File: src/itc_pkg.sv
// Shared types and constants of the interval timer counter.
package itc_pkg;

    typedef enum logic [2:0] {
        MODE_TC,
        MODE_ONESHOT,
        MODE_RATE,
        MODE_SQUARE,
        MODE_SWSTROBE,
        MODE_HWSTROBE
    } itc_mode_e;

    typedef enum logic [1:0] {
        ST_IDLE,
        ST_ARMED,
        ST_RUN
    } itc_state_e;

    typedef struct packed {
        logic [2:0] mode;
        logic [1:0] byteAccessFormat;
    } itc_ctrl_s;

    localparam logic [1:0]  FMT_LATCH        = 2'h0;
    localparam logic [1:0]  FMT_LSB          = 2'h1;
    localparam logic [1:0]  FMT_MSB          = 2'h2;
    localparam logic [1:0]  FMT_BOTH         = 2'h3;
    localparam logic [16:0] FULL_COUNT       = 17'h10000;
    localparam logic [16:0] SQUARE_ONE_COUNT = 17'h10001;
    localparam logic [16:0] CNT_ZERO         = 17'h00000;
    localparam logic [16:0] CNT_ONE          = 17'h00001;
    localparam logic [16:0] CNT_TWO          = 17'h00002;
    localparam logic [15:0] COUNT_RESET      = 16'h0000;
    localparam logic [2:0]  MODE_RESET       = 3'h0;
    localparam logic [1:0]  FMT_RESET        = 2'h1;
    localparam logic [7:0]  READ_RESET       = 8'h00;

endpackage : itc_pkg

File: src/itc_counter.sv
// One 16-bit down-counter channel with six operating modes.
module itc_counter
    import itc_pkg::*;
(
    input  wire logic       ref_clk,
    input  wire logic       reset,
    input  wire logic       cntClk,
    input  wire logic       gate,
    input  wire logic       ctrlWrite,
    input  wire itc_ctrl_s  ctrlWord,
    input  wire logic       dataWrite,
    input  wire logic [7:0] dataIn,
    input  wire logic       dataRead,
    output logic      [7:0] readData,
    output logic            cntOut
);

    itc_mode_e   mode_r;
    itc_mode_e   mode_nxt;
    itc_mode_e   newMode;
    logic [1:0]  fmt_r;
    logic [1:0]  fmt_nxt;
    itc_state_e  state_r;
    itc_state_e  state_nxt;
    logic [15:0] count_r;
    logic [15:0] count_nxt;
    logic [16:0] counter_r;
    logic [16:0] counter_nxt;
    logic        out_r;
    logic        out_nxt;
    logic        lowDone_r;
    logic        lowDone_nxt;
    logic        hasCount_r;
    logic        hasCount_nxt;
    logic        nullCount_r;
    logic        nullCount_nxt;
    logic        tick;
    logic        gateTrig;
    logic        progCmd;
    logic        latchCmd;
    logic        loadDone;
    logic        gated;
    logic        triggered;
    logic [16:0] eff;
    logic [16:0] loadVal;

    itc_edge u_edge (
        .ref_clk  (ref_clk),
        .reset    (reset),
        .cntClk   (cntClk),
        .gate     (gate),
        .tick     (tick),
        .gateTrig (gateTrig)
    );

    assign latchCmd = ctrlWrite & (ctrlWord.byteAccessFormat == FMT_LATCH);
    assign progCmd  = ctrlWrite & (ctrlWord.byteAccessFormat != FMT_LATCH);

    itc_readback u_readback (
        .ref_clk   (ref_clk),
        .reset     (reset),
        .liveValue (nullCount_r ? count_r : counter_r[15:0]),
        .latchCmd  (latchCmd),
        .progCmd   (progCmd),
        .dataRead  (dataRead),
        .fmt       (fmt_r),
        .readData  (readData)
    );

    always_comb begin
        case (ctrlWord.mode)
            3'h0:        newMode = MODE_TC;
            3'h1:        newMode = MODE_ONESHOT;
            3'h2, 3'h6:  newMode = MODE_RATE;
            3'h3, 3'h7:  newMode = MODE_SQUARE;
            3'h4:        newMode = MODE_SWSTROBE;
            default:     newMode = MODE_HWSTROBE;
        endcase
    end

    always_comb begin
        mode_nxt      = mode_r;
        fmt_nxt       = fmt_r;
        state_nxt     = state_r;
        count_nxt     = count_r;
        counter_nxt   = counter_r;
        out_nxt       = out_r;
        lowDone_nxt   = lowDone_r;
        hasCount_nxt  = hasCount_r;
        nullCount_nxt = nullCount_r;
        loadDone      = 1'b0;
        gated         = (mode_r == MODE_TC) || (mode_r == MODE_SWSTROBE) ||
                        (mode_r == MODE_RATE) || (mode_r == MODE_SQUARE);
        triggered     = (mode_r != MODE_TC);
        if (count_r == COUNT_RESET) begin
            eff = FULL_COUNT;
        end else if (mode_r == MODE_SQUARE && count_r == CNT_ONE[15:0]) begin
            eff = SQUARE_ONE_COUNT;
        end else begin
            eff = {1'b0, count_r};
        end
        loadVal = (mode_r == MODE_SQUARE) ? eff + {16'h0000, eff[0]} : eff;
        if (tick) begin
            case (state_r)
                ST_ARMED: begin
                    if (!gated || gate) begin
                        counter_nxt   = loadVal;
                        state_nxt     = ST_RUN;
                        nullCount_nxt = 1'b0;
                        if (mode_r == MODE_ONESHOT) begin
                            out_nxt = 1'b0;
                        end
                        if (mode_r == MODE_SQUARE) begin
                            out_nxt = 1'b1;
                        end
                    end
                end
                ST_RUN: begin
                    case (mode_r)
                        MODE_TC, MODE_ONESHOT: begin
                            if (gate || mode_r == MODE_ONESHOT) begin
                                if (counter_r == CNT_ONE) begin
                                    counter_nxt = CNT_ZERO;
                                    out_nxt     = 1'b1;
                                    state_nxt   = ST_IDLE;
                                end else begin
                                    counter_nxt = counter_r - CNT_ONE;
                                end
                            end
                        end
                        MODE_SWSTROBE, MODE_HWSTROBE: begin
                            if (gate || mode_r == MODE_HWSTROBE) begin
                                if (counter_r == CNT_ONE) begin
                                    counter_nxt = CNT_ZERO;
                                    out_nxt     = 1'b0;
                                end else if (counter_r == CNT_ZERO) begin
                                    out_nxt   = 1'b1;
                                    state_nxt = ST_IDLE;
                                end else begin
                                    counter_nxt = counter_r - CNT_ONE;
                                end
                            end
                        end
                        MODE_RATE: begin
                            if (counter_r == CNT_TWO) begin
                                counter_nxt = CNT_ONE;
                                out_nxt     = 1'b0;
                            end else if (counter_r == CNT_ONE) begin
                                counter_nxt = eff;
                                out_nxt     = 1'b1;
                            end else begin
                                counter_nxt = counter_r - CNT_ONE;
                            end
                        end
                        default: begin
                            if (counter_r == CNT_TWO) begin
                                out_nxt     = ~out_r;
                                counter_nxt = out_r ? eff - {16'h0000, eff[0]} :
                                                      eff + {16'h0000, eff[0]};
                            end else begin
                                counter_nxt = counter_r - CNT_TWO;
                            end
                        end
                    endcase
                end
                default: begin
                end
            endcase
            if (gateTrig && triggered && hasCount_r) begin
                state_nxt = ST_ARMED;
            end
        end
        if ((mode_r == MODE_RATE || mode_r == MODE_SQUARE) && !gate) begin
            out_nxt   = 1'b1;
            state_nxt = ST_IDLE;
        end
        if (dataWrite) begin
            case (fmt_r)
                FMT_LSB: begin
                    count_nxt = {8'h00, dataIn};
                    loadDone  = 1'b1;
                end
                FMT_MSB: begin
                    count_nxt = {dataIn, 8'h00};
                    loadDone  = 1'b1;
                end
                default: begin
                    if (!lowDone_r) begin
                        count_nxt   = {count_r[15:8], dataIn};
                        lowDone_nxt = 1'b1;
                        if (mode_r == MODE_TC) begin
                            state_nxt = ST_IDLE;
                        end
                    end else begin
                        count_nxt   = {dataIn, count_r[7:0]};
                        lowDone_nxt = 1'b0;
                        loadDone    = 1'b1;
                    end
                end
            endcase
            if (loadDone) begin
                hasCount_nxt = 1'b1;
                if (mode_r == MODE_TC || mode_r == MODE_SWSTROBE) begin
                    state_nxt = ST_ARMED;
                end else if ((mode_r == MODE_RATE || mode_r == MODE_SQUARE) &&
                             state_r != ST_RUN && gate) begin
                    state_nxt = ST_ARMED;
                end
            end
        end
        if (progCmd) begin
            mode_nxt      = newMode;
            fmt_nxt       = ctrlWord.byteAccessFormat;
            state_nxt     = ST_IDLE;
            counter_nxt   = CNT_ZERO;
            out_nxt       = (newMode != MODE_TC);
            lowDone_nxt   = 1'b0;
            hasCount_nxt  = 1'b0;
            nullCount_nxt = 1'b1;
        end
    end

    always_ff @(posedge ref_clk) begin
        if (reset) begin
            mode_r      <= MODE_TC;
            fmt_r       <= FMT_RESET;
            state_r     <= ST_IDLE;
            count_r     <= COUNT_RESET;
            counter_r   <= CNT_ZERO;
            out_r       <= 1'b1;
            lowDone_r   <= 1'b0;
            hasCount_r  <= 1'b0;
            nullCount_r <= 1'b1;
        end else begin
            mode_r      <= mode_nxt;
            fmt_r       <= fmt_nxt;
            state_r     <= state_nxt;
            count_r     <= count_nxt;
            counter_r   <= counter_nxt;
            out_r       <= out_nxt;
            lowDone_r   <= lowDone_nxt;
            hasCount_r  <= hasCount_nxt;
            nullCount_r <= nullCount_nxt;
        end
    end

    assign cntOut = out_r;
endmodule : itc_counter

File: src/itc_edge.sv
// Counter clock edge detection and gate rising edge capture.
module itc_edge
    import itc_pkg::*;
(
    input  wire logic ref_clk,
    input  wire logic reset,
    input  wire logic cntClk,
    input  wire logic gate,
    output logic      tick,
    output logic      gateTrig
);

    logic clkPrev_r;
    logic clkPrev_nxt;
    logic gatePrev_r;
    logic gatePrev_nxt;
    logic risePend_r;
    logic risePend_nxt;
    logic riseNow;

    always_comb begin
        riseNow      = gate & ~gatePrev_r;
        tick         = cntClk & ~clkPrev_r;
        gateTrig     = tick & (risePend_r | riseNow);
        clkPrev_nxt  = cntClk;
        gatePrev_nxt = gate;
        risePend_nxt = riseNow | (risePend_r & ~tick);
    end

    always_ff @(posedge ref_clk) begin
        if (reset) begin
            clkPrev_r  <= 1'b0;
            gatePrev_r <= 1'b1;
            risePend_r <= 1'b0;
        end else begin
            clkPrev_r  <= clkPrev_nxt;
            gatePrev_r <= gatePrev_nxt;
            risePend_r <= risePend_nxt;
        end
    end

endmodule : itc_edge

File: src/itc_readback.sv
// Count latch and byte-wise read-back path.
module itc_readback
    import itc_pkg::*;
(
    input  wire logic        ref_clk,
    input  wire logic        reset,
    input  wire logic [15:0] liveValue,
    input  wire logic        latchCmd,
    input  wire logic        progCmd,
    input  wire logic        dataRead,
    input  wire logic [1:0]  fmt,
    output logic      [7:0]  readData
);

    logic        latched_r;
    logic        latched_nxt;
    logic [15:0] latchVal_r;
    logic [15:0] latchVal_nxt;
    logic        readHigh_r;
    logic        readHigh_nxt;
    logic [7:0]  readData_r;
    logic [7:0]  readData_nxt;
    logic [15:0] src;
    logic        lastByte;

    always_comb begin
        latched_nxt  = latched_r;
        latchVal_nxt = latchVal_r;
        readHigh_nxt = readHigh_r;
        readData_nxt = readData_r;
        src          = latched_r ? latchVal_r : liveValue;
        lastByte     = (fmt != FMT_BOTH) | readHigh_r;
        if (dataRead) begin
            if (fmt == FMT_MSB || (fmt == FMT_BOTH && readHigh_r)) begin
                readData_nxt = src[15:8];
            end else begin
                readData_nxt = src[7:0];
            end
            readHigh_nxt = (fmt == FMT_BOTH) & ~readHigh_r;
            if (lastByte) begin
                latched_nxt = 1'b0;
            end
        end
        if (latchCmd && !latched_r) begin
            latched_nxt  = 1'b1;
            latchVal_nxt = liveValue;
        end
        if (progCmd) begin
            latched_nxt  = 1'b0;
            readHigh_nxt = 1'b0;
        end
    end

    always_ff @(posedge ref_clk) begin
        if (reset) begin
            latched_r  <= 1'b0;
            latchVal_r <= COUNT_RESET;
            readHigh_r <= 1'b0;
            readData_r <= READ_RESET;
        end else begin
            latched_r  <= latched_nxt;
            latchVal_r <= latchVal_nxt;
            readHigh_r <= readHigh_nxt;
            readData_r <= readData_nxt;
        end
    end

    assign readData = readData_r;
endmodule : itc_readback

File: config.mk
export PLATFORM = sky130hd
export DESIGN_NAME = itc_counter
export DESIGN_NICKNAME = d
export VERILOG_FILES = /design/src/itc_pkg.sv /design/src/itc_counter.sv /design/src/itc_edge.sv /design/src/itc_readback.sv
export SDC_FILE = /design/constraint.sdc
export NUM_CORES = 1
export LEC_CHECK = 0
export BUFFER_PORTS_ARGS = -buffer_cell sky130_fd_sc_hd__buf_2
export CAP_MARGIN = 20
export CORE_MARGIN = 4
export CORE_UTILIZATION = 55
export CTS_CLUSTER_DIAMETER = 150
export CTS_CLUSTER_SIZE = 28
export DETAILED_ROUTE_END_ITERATION = 10
export PLACE_DENSITY = 0.73
export REMOVE_ABC_BUFFERS = 1
export SLEW_MARGIN = 20
export SYNTH_ARGS = -nofsm -noshare
export SYNTH_HDL_FRONTEND = slang
export SYNTH_SLANG_ARGS = --single-unit
File: constraint.sdc
create_clock -name ref_clk -period 4.34 [get_ports ref_clk]
set_clock_uncertainty 0.05 [all_clocks]
set_input_delay 0.217 -clock ref_clk [delete_from_list [all_inputs] [get_ports ref_clk]]
set_output_delay 0.217 -clock ref_clk [all_outputs]
set_load 0.02 [all_outputs]
# Yosys cells after proc, flatten, opt, wreduce, memory -nomap -nowiden
# Index checks and enable logic that the tools add are counted.
dict set report classes {
  bitwise_logic 16
  n_mux 61
  n_mul 0
  div 0
  reduce_logical 47
  eq_ne 32
  n_addsub 4
  order_cmp 0
  shift 0
}
# cell n
set ops {}
lappend ops {{$mux W17} 13}
lappend ops {{$pmux W17 S3} 1}
lappend ops {{$mux W16} 3}
lappend ops {{$pmux W17 S2} 1}
lappend ops {{$mux W2} 16}
lappend ops {{$pmux W16 S2} 1}
lappend ops {{$mux W1} 20}
lappend ops {{$add A17 B1 Y17} 1}
lappend ops {{$eq A17 B1 Y1 const B} 1}
lappend ops {{$eq A17 B2 Y1 const B} 1}
lappend ops {{$logic_not A17 Y1} 1}
lappend ops {{$sub A17 B1 Y17} 1}
lappend ops {{$sub A17 B1 Y17 const B} 1}
lappend ops {{$sub A17 B2 Y17 const B} 1}
lappend ops {{$eq A16 B1 Y1 const B} 1}
lappend ops {{$logic_not A16 Y1} 1}
lappend ops {{$eq A3 B3 Y1 const B} 5}
lappend ops {{$ne A5 B5 Y1 const B} 3}
lappend ops {{$pmux W3 S5} 1}
lappend ops {{$eq A3 B2 Y1 const B} 4}
lappend ops {{$reduce_bool A3 Y1} 4}
lappend ops {{$reduce_or A2 Y1} 6}
lappend ops {{$reduce_and A2 Y1} 5}
lappend ops {{$logic_and A1 B1 Y1} 8}
lappend ops {{other kinds (25)} 60}
dict set report word_totals {
  elab_cells 177
  n_memories 0
  ram_bits 0
  mem_bits_ro 0
  latch_bits 0
  register_bits 73
}

# Depth between registers and ports, before layout
# Gate-level depths: netlist of run 1.
dict set report depth {
  ltp_word 18
  mapped_depth 11
  mapped_depth_nobuf 8
}

# Cells and area by module
# From an unflattened synthesis of run 1, not the netlist that was laid out.
dict set report unflattened {
  cells_unflattened 741
  hier_area_um2 5640.4
}
# module area_each_um2 seq_area_each_um2 cells_per_inst instances
set modules_own_cells {}
lappend modules_own_cells {itc_counter 4264.1 880.8 583 1}
lappend modules_own_cells {itc_readback 1255.0 520.5 147 1}
lappend modules_own_cells {itc_edge 121.4 60.1 11 1}

# Worst setup path after synthesis of run 1
# No wires, ideal clock.
dict set report synth_timing {
  path_kind {register to register}
  from {reg counter_r[1]}
  to {reg counter_r[9]}
  n_path_buf 2
  stages_incl_launch_ff 11
  required_ns 4.232
  path_slack_ns 1.805
  synth_period_minus_slack_ns 2.535
  arrival_ns 2.427
  setup_ns 0.058
  path_cell_list {dfxtp_1 inv_1 ha_1 nor4b_1 and4_1 buf_2 a211o_2 buf_4 or3b_1 a311oi_1 a31o_2}
}
dict set report synth_via {
  elab_chain_cells 6
}
# item line_no
set synth_lines {}
lappend synth_lines {{from (decl)} itc_counter.sv:27} ;# logic [16:0] counter_r;
lappend synth_lines {{from (signal assigned)} itc_counter.sv:239} ;# counter_r <= counter_nxt;
lappend synth_lines {{$sub A17 B1 Y17} {itc_counter.sv:127, itc_counter.sv:140, itc_counter.sv:152}}
lappend synth_lines {{$mux W17} itc_counter.sv:136} ;# end else if (counter_r == CNT_ZERO) begin
lappend synth_lines {{$mux W17} itc_counter.sv:133} ;# if (counter_r == CNT_ONE) begin
lappend synth_lines {{$mux W17} itc_counter.sv:132} ;# if (gate || mode_r == MODE_HWSTROBE) begin
lappend synth_lines {{$pmux W17 S3} itc_counter.sv:119} ;# case (mode_r)
lappend synth_lines {{$pmux W17 S2} itc_counter.sv:104} ;# case (state_r)
# Several ways; a longest one is shown, not always the timed one. The select of a mux whose other input is x is not followed.
# A chain may end at the register's enable or synchronous reset.

# Worst setup path in the final report of run 1
dict set report layout_timing {
  from {reg mode_r[1]}
  to {reg counter_r[3]}
}
dict set report layout_via {
  elab_chain_cells 9
}
# item line_no
set layout_lines {}
lappend layout_lines {{from (decl)} itc_counter.sv:18} ;# itc_mode_e mode_r;
lappend layout_lines {{from (signal assigned)} itc_counter.sv:235} ;# mode_r <= mode_nxt;
lappend layout_lines {{$eq A3 B2 Y1} {itc_counter.sv:93, itc_counter.sv:97, itc_counter.sv:102}}
lappend layout_lines {{$logic_and A1 B1 Y1} itc_counter.sv:97} ;# end else if (mode_r == MODE_SQUARE && count_r == CNT_ONE[15:0]) begin
lappend layout_lines {{$mux W17} itc_counter.sv:97}
lappend layout_lines {{$mux W17} itc_counter.sv:95} ;# if (count_r == COUNT_RESET) begin
lappend layout_lines {{$add A17 B1 Y17 or $sub A17 B1 Y17 (tied branches)} {itc_counter.sv:102, itc_counter.sv:159, itc_counter.sv:158}}
lappend layout_lines {{$mux W17} itc_counter.sv:158} ;# counter_nxt = out_r ? eff - {16'h0000, eff[0]} :
lappend layout_lines {{$mux W17} itc_counter.sv:156} ;# if (counter_r == CNT_TWO) begin
lappend layout_lines {{$pmux W17 S3} itc_counter.sv:119}
lappend layout_lines {{$pmux W17 S2} itc_counter.sv:104}
# Several ways; a longest one is shown, not always the timed one. The select of a mux whose other input is x is not followed.

==> reports/results.tsv, run 1 <==
metric	value	unit
fmax	0.321	GHz
diodes	0	
cts_max_path_buffers	2	
wl_met3	1510	µm
firstDrtPassIters	5	
finalCritPeriodShare	0.717	
layout_commonest_cell	nand2_1	
antenna_found_initial	0	
place_ws	1.30	ns
io_buffers	28	
tightest_slew	1.09	ns
vdd.ir_drop.worst	0.000192	V
cts_resized	0	
grt_start_max_net_pins	39	
fillers	985	
coreArea	9820	µm²
netlist_area	5550	µm²
wirelength	17600	µm
ant_nets	0	
crit_fanout	24	
route.met2.wl	8240	µm
synthCells	736	
cts-root-buf	clkbuf_8	
area_growth	3.79	%
grt_pass1_vias	5273	
clk_latency	0.36	ns
yosysSeqAreaShare	0.263	
clock_sinks	73	
synthArstFlopShare	0	
layout_min_cycle_time	3.11	ns
crit_chain	nor3_1 -> a211oi_1 -> o311a_4 -> nand2_2 -> a2111oi_2 -> a2111oi_2	
highest_layer	met4	
setup_viol	0	
rsz0062_at_grt	no	
setup_tns	0	ns
grt_pass1_wl	27600	µm
finalMaxSlewViolations	0	
io_pins	29	
post_cts_buffers	0	
cpPeakStageDelay	0.85	ns
wl_met1	7160	µm
mostFrequentLayoutCells	nand2_1 (80), dfxtp_1 (73), nor2_1 (70)	
cp-start-kind	flip-flop	
wl_per_cell	20.6	µm
numCtsBuffers	9	
drt_iter0_drc	675	
critical_path_required	4.50	ns
die_y	108	µm
status	complete, no violations	
relSlewSlack	0.272	
hold_violations	0	
vias	5658	
cts_tree	done	
grt_use_total	0.300	
maxCapViolCount	0	
place.gp.congestion	0.985	
avgSynthCellArea	7.54	µm²
ys_seq_elements	73	
rows	36	
powerDensity	267	nW/µm²
placed_cells	836	
grt_overflow	0	
drive_gt1_frac	0.104	
synth_edf_count	0	
ys_types	82	
path_clk_slew	0.08	ns
leakagePower	2.29	nW
cp_top_family	compound AO/OA/AOI/OAI gates	
ys.flop_type	dfxtp_1	
htree_levels	3	
fin_nets	746	
hold_buffers	0	
dieArea	11800	µm²
hold_class	in -> reg	
dp_hpwl	12600	µm
power.total	0.00154	W
drt-vias-per-instance	6.64	
cp_slowest_cell	dfxtp_1	
synth_warnings	0	
critPathMostFrequentCell	a2111oi_2	
drc	0	
stdcell_count	852	
setup_ws	1.23	ns
worst-setup-path-type	reg -> reg	
end_kind	flip-flop	
die_w	108	µm
start_util	0.565	
timing.critical_path.buf_inv	0	
arrival	3.27	ns
## cells in the mapped netlist, types with 6 or more instances
master / instances / share of area
clkbuf_1: 39 / 0.026
nor2b_1: 6 / 0.0068
nand3_1: 43 / 0.039
xnor2_1: 22 / 0.035
o22ai_1: 13 / 0.015
nand2_1: 80 / 0.054
o31ai_1: 6 / 0.0081
xor2_1: 17 / 0.027
buf_2: 10 / 0.0090
dfxtp_1: 73 / 0.26
nand4_1: 8 / 0.0090
mux2i_1: 25 / 0.045
nand2b_1: 11 / 0.012
nor2_1: 70 / 0.047
ha_1: 12 / 0.027
nor4_1: 14 / 0.016
o21ai_0: 38 / 0.034
a211oi_1: 15 / 0.020
a31oi_1: 13 / 0.015
o211ai_1: 14 / 0.019
nor3_1: 17 / 0.015
o221ai_1: 10 / 0.016
a21oi_1: 44 / 0.040
inv_1: 24 / 0.016
buf_4: 8 / 0.011
## sequential cells by signal, indices dropped and copies added (netlist names), 2 cells and up
register	count
state_r	2
mode_r	3
fmt_r	2
count_r	16
u_readback.readData	8
u_readback.latchVal_r	16
counter_r	17
## routing by layer
layer | vias to the layer above | GRT usage
li1 | 2643 | -
met1 | 2673 | 0.390
met2 | 282 | 0.491
met3 | 60 | 0.0681
met4 | 0 | 0.100
met5 | - | 0
## power by group
part,switching [W],internal (W),leakage [nW]
clock,0.000283,0.000268,0.0929
combinational,0.000155,0.0000938,1.60
sequential,0.0000433,0.000695,0.594
## layout make-up
class	instances	area, µm²	share of cell area
multi-input combinational	573	3670	0.637
sequential	73	1460	0.254
timing repair buffer	33	178	0.0308
tap	133	166	0.0289
clock buffer	10	128	0.0222
inverter	24	90.1	0.0156
clock inverter	6	67.6	0.0117
## path summary, 6_finish.rpt
check,from,end,slack (ns),cells after the start
worst min register to register,u_readback.readData[7],u_readback.readData[7],0.43,2
worst max register to register,mode_r[1],counter_r[3],1.23,6
worst min-delay path,cntClk,u_edge.clkPrev_r,0.05,2
worst max-delay path,mode_r[1],counter_r[3],1.23,6
## cells by family after synthesis
family                   after synthesis  synth area share
multiplexers                          28            0.0532
XOR/XNOR                              39            0.0616
flip-flops                            73             0.263
AO/OA/AOI/OAI                        197             0.243
adder cells (fa/ha/maj)               12            0.0271
buffers and inverters                 90            0.0755
AND/OR/NAND/NOR                      297             0.277
## worst register-to-register path: stages (launching register included)
cell       delay (ns)
dfxtp_1          0.85
nor3_1           0.14
a211oi_1         0.76
o311a_4          0.55
nand2_2          0.13
a2111oi_2        0.39
a2111oi_2        0.09
## per-stage QoR
step	area, µm²	hold slack (ns)	util
4_1_cts	5760	0.0447	0.587
3_5_place_dp	5560	0.411	0.567
2_1_floorplan	5220	0.236	-
5_1_grt	5760	0.0492	0.587
3_3_place_gp	5560	0.406	0.567
6_report	5760	0.0517	0.587
Note: power is estimated with default switching activity, not from simulation.
==> run 2, diff against run 1 <==
- ABC_AREA: unset -> 1
- clock period: 4.34 -> 3.22 ns (I/O delays scaled with it)
==> run 2 against run 1 <==
- die area increased by 4.3%
- global-route usage increased by 0.22 points
- first-iteration DRC count increased by 4.7%
- power increased by 50%
- critical path type unchanged
==> reports/results.tsv, run 2 <==
metric	value	unit
status	complete, no violations	
ys.flop_type	dfxtp_1	
start_util	0.562	
netlist_area	5810	µm²
hold_class	in -> reg	
clk_latency	0.38	ns
crit_chain	nor2_1 -> nand2_2 -> nor2_4 -> nand3_1 -> nor2_1 -> nand2_1 -> nand2_2 -> inv_1 -> o21ai_0 -> a21oi_2	
hold_violations	0	
rows	37	
place.gp.congestion	0.947	
grt_use_total	0.302	
die_y	111	µm
layout_min_cycle_time	2.49	ns
end_kind	flip-flop	
timing.critical_path.buf_inv	1	
clock_sinks	73	
yosysMostFrequentCell	nand2_1	
mostFrequentLayoutCells	nand2_1 (254), a21oi_1 (102), nor2_1 (97)	
grt_pass1_wl	30200	µm
wirelength	18500	µm
dp_hpwl	13700	µm
synth_area_leader_cell	dfxtp_1	
worst-setup-path-type	reg -> reg	
finalMaxSlewViolations	0	
synthCells	965	
synth_warnings	0	
relSlewSlack	0.433	
cp.depth	10	
cts_tree	done	
area_growth	6.10	%
crit_fanout	32	
layout_commonest_cell	nand2_1	
drt-vias-per-instance	5.89	
largest_reg_flops	17	
ant_nets	0	
grt_start_max_net_pins	33	
synth_commonest_cells	nand2_1 (254), a21oi_1 (102), nor2_1 (97), inv_1 (96), nand3_1 (77)	
arrival	2.71	ns
path_clk_slew	0.09	ns
fin_nets	1000	
dieArea	12300	µm²
firstDrtPassIters	5	
avgSynthCellArea	6.02	µm²
io_pins	29	
leakagePower	2.74	nW
cp_slowest_cell	nand2_2	
antenna_found_initial	0	
yosysSeqAreaShare	0.252	
cts_max_path_buffers	2	
rsz0062_at_grt	no	
critical_path_required	3.44	ns
numCtsBuffers	9	
cpPeakStageDelay	0.51	ns
drive_gt1_frac	0.0822	
finalCritPeriodShare	0.772	
cts-root-buf	clkbuf_8	
synth_top_area_share	0.252	
drt_iter0_drc	707	
r2r_cells	10	
tightest_slew	0.850	ns
synth_edf_count	0	
ys_seq_elements	73	
vdd.ir_drop.worst	0.000383	V
wl_per_cell	16.7	µm
maxCapViolCount	0	
top_regs	counter_r x17, count_r x16, u_readback.latchVal_r x16	
cts_resized	0	
ys_types	41	
coreArea	10300	µm²
cp_top_family	simple AND/OR/NAND/NOR gates	
multiInputGateArea	3740	µm²
io_buffers	28	
powerDensity	376	nW/µm²
holdWs	0.0430	ns
die_w	111	µm
grt_pass1_vias	6017	
regMostFlops	counter_r	
setup_viol	0	
drc	0	
setup_tns	0	ns
grt_overflow	0	
synth_area_leaders	dfxtp_1 (25%), nand2_1 (16%), a21oi_1 (8.8%), nand3_1 (6.6%), nor2_1 (6.3%)	
seq_area	1460	µm²
cp-start-kind	flip-flop	
fillers	1062	
htree_levels	3	
vias	6537	
min_path_cells	4	
diodes	0	
fmax	0.402	GHz
synthArstFlopShare	0	
run 2: changes by cell type in the layout (fill, tap and decap cells not counted), moves of 11 or more:
cell	previous run	this run
a21oi_1	44	102
inv_1	24	96
mux2i_1	25	0
nand2_1	80	254
nand2b_1	11	0
nand3_1	43	77
nand4_1	8	25
nor2_1	70	97
nor4_1	14	0
o21ai_0	38	68
o22ai_1	13	2
xnor2_1	22	4
run 2: final cells by class:
| type | instances | area share |
|---|---|---|
| inverter | 99 | 0.0603 |
| sequential | 73 | 0.237 |
| multi-input combinational | 745 | 0.607 |
| clock buffer | 10 | 0.0223 |
| clock inverter | 6 | 0.00691 |
| timing repair buffer | 40 | 0.0390 |
| tap | 136 | 0.0276 |
run 2: logic make-up after synthesis:
kind of cell               count (synthesis)  share of synthesized area
DFF                                       73                      0.252
xor gates and xnor gates                  22                     0.0332
buffers and inverters                    147                      0.106
adders and majority gates                 12                     0.0259
and+or+nand+nor                          492                      0.374
AOI/OAI and AO/OA                        219                      0.210
run 2: metrics by stage:
step	power [W]	std cells	cell area [µm²]	util	setup WS, ns
final	0.00231	1109	6160	0.597	0.734
after CTS	0.00231	1109	6160	0.597	0.783
after global routing	0.00243	1109	6160	0.597	0.533
after global placement	0.00161	1089	5940	0.575	0.842
after detailed placement	0.00161	1089	5940	0.575	0.815
after floorplan	0.00143	917	5560	-	0.633
run 2: layer usage:
metal  GRT usage  routed length (µm)  vias to the layer above
met5           0                   0                        -
met4       0.127                 710                        0
met3      0.0568                1470                       50
met2       0.498                8630                      320
met1       0.387                7720                     2970
li1            -                   -                     3197
run 2: timing repair:
action / 4_1_cts / 5_1_grt
hold buffers: 4 / 0
setup buffers: 0 / 0
hold endpoints to repair: 3 / 0
run 2: worst register-to-register path, delay by kind of cell (launching register included):
family | cells | cell delay (ns)
DFF | 1 | 0.38
buffers and inverters | 1 | 0.12
AOI/OAI and AO/OA | 2 | 0.27
and+or+nand+nor | 7 | 1.54
run 2: path summary, 6_finish.rpt:
kind                            start                       end  slack, ns
max                     counter_r[10]             counter_r[16]       0.73
min                       ctrlWord[3]                 mode_r[2]       0.04
max reg2reg             counter_r[10]             counter_r[16]       0.73
min reg2reg  u_readback.latchVal_r[9]  u_readback.latchVal_r[9]       0.41
run 2: report_power, final:
part | switching (W) | internal (W) | total (W)
clock | 0.000400 | 0.000302 | 0.000702
sequential | 0.0000608 | 0.000951 | 0.00101
combinational | 0.000407 | 0.000193 | 0.000600
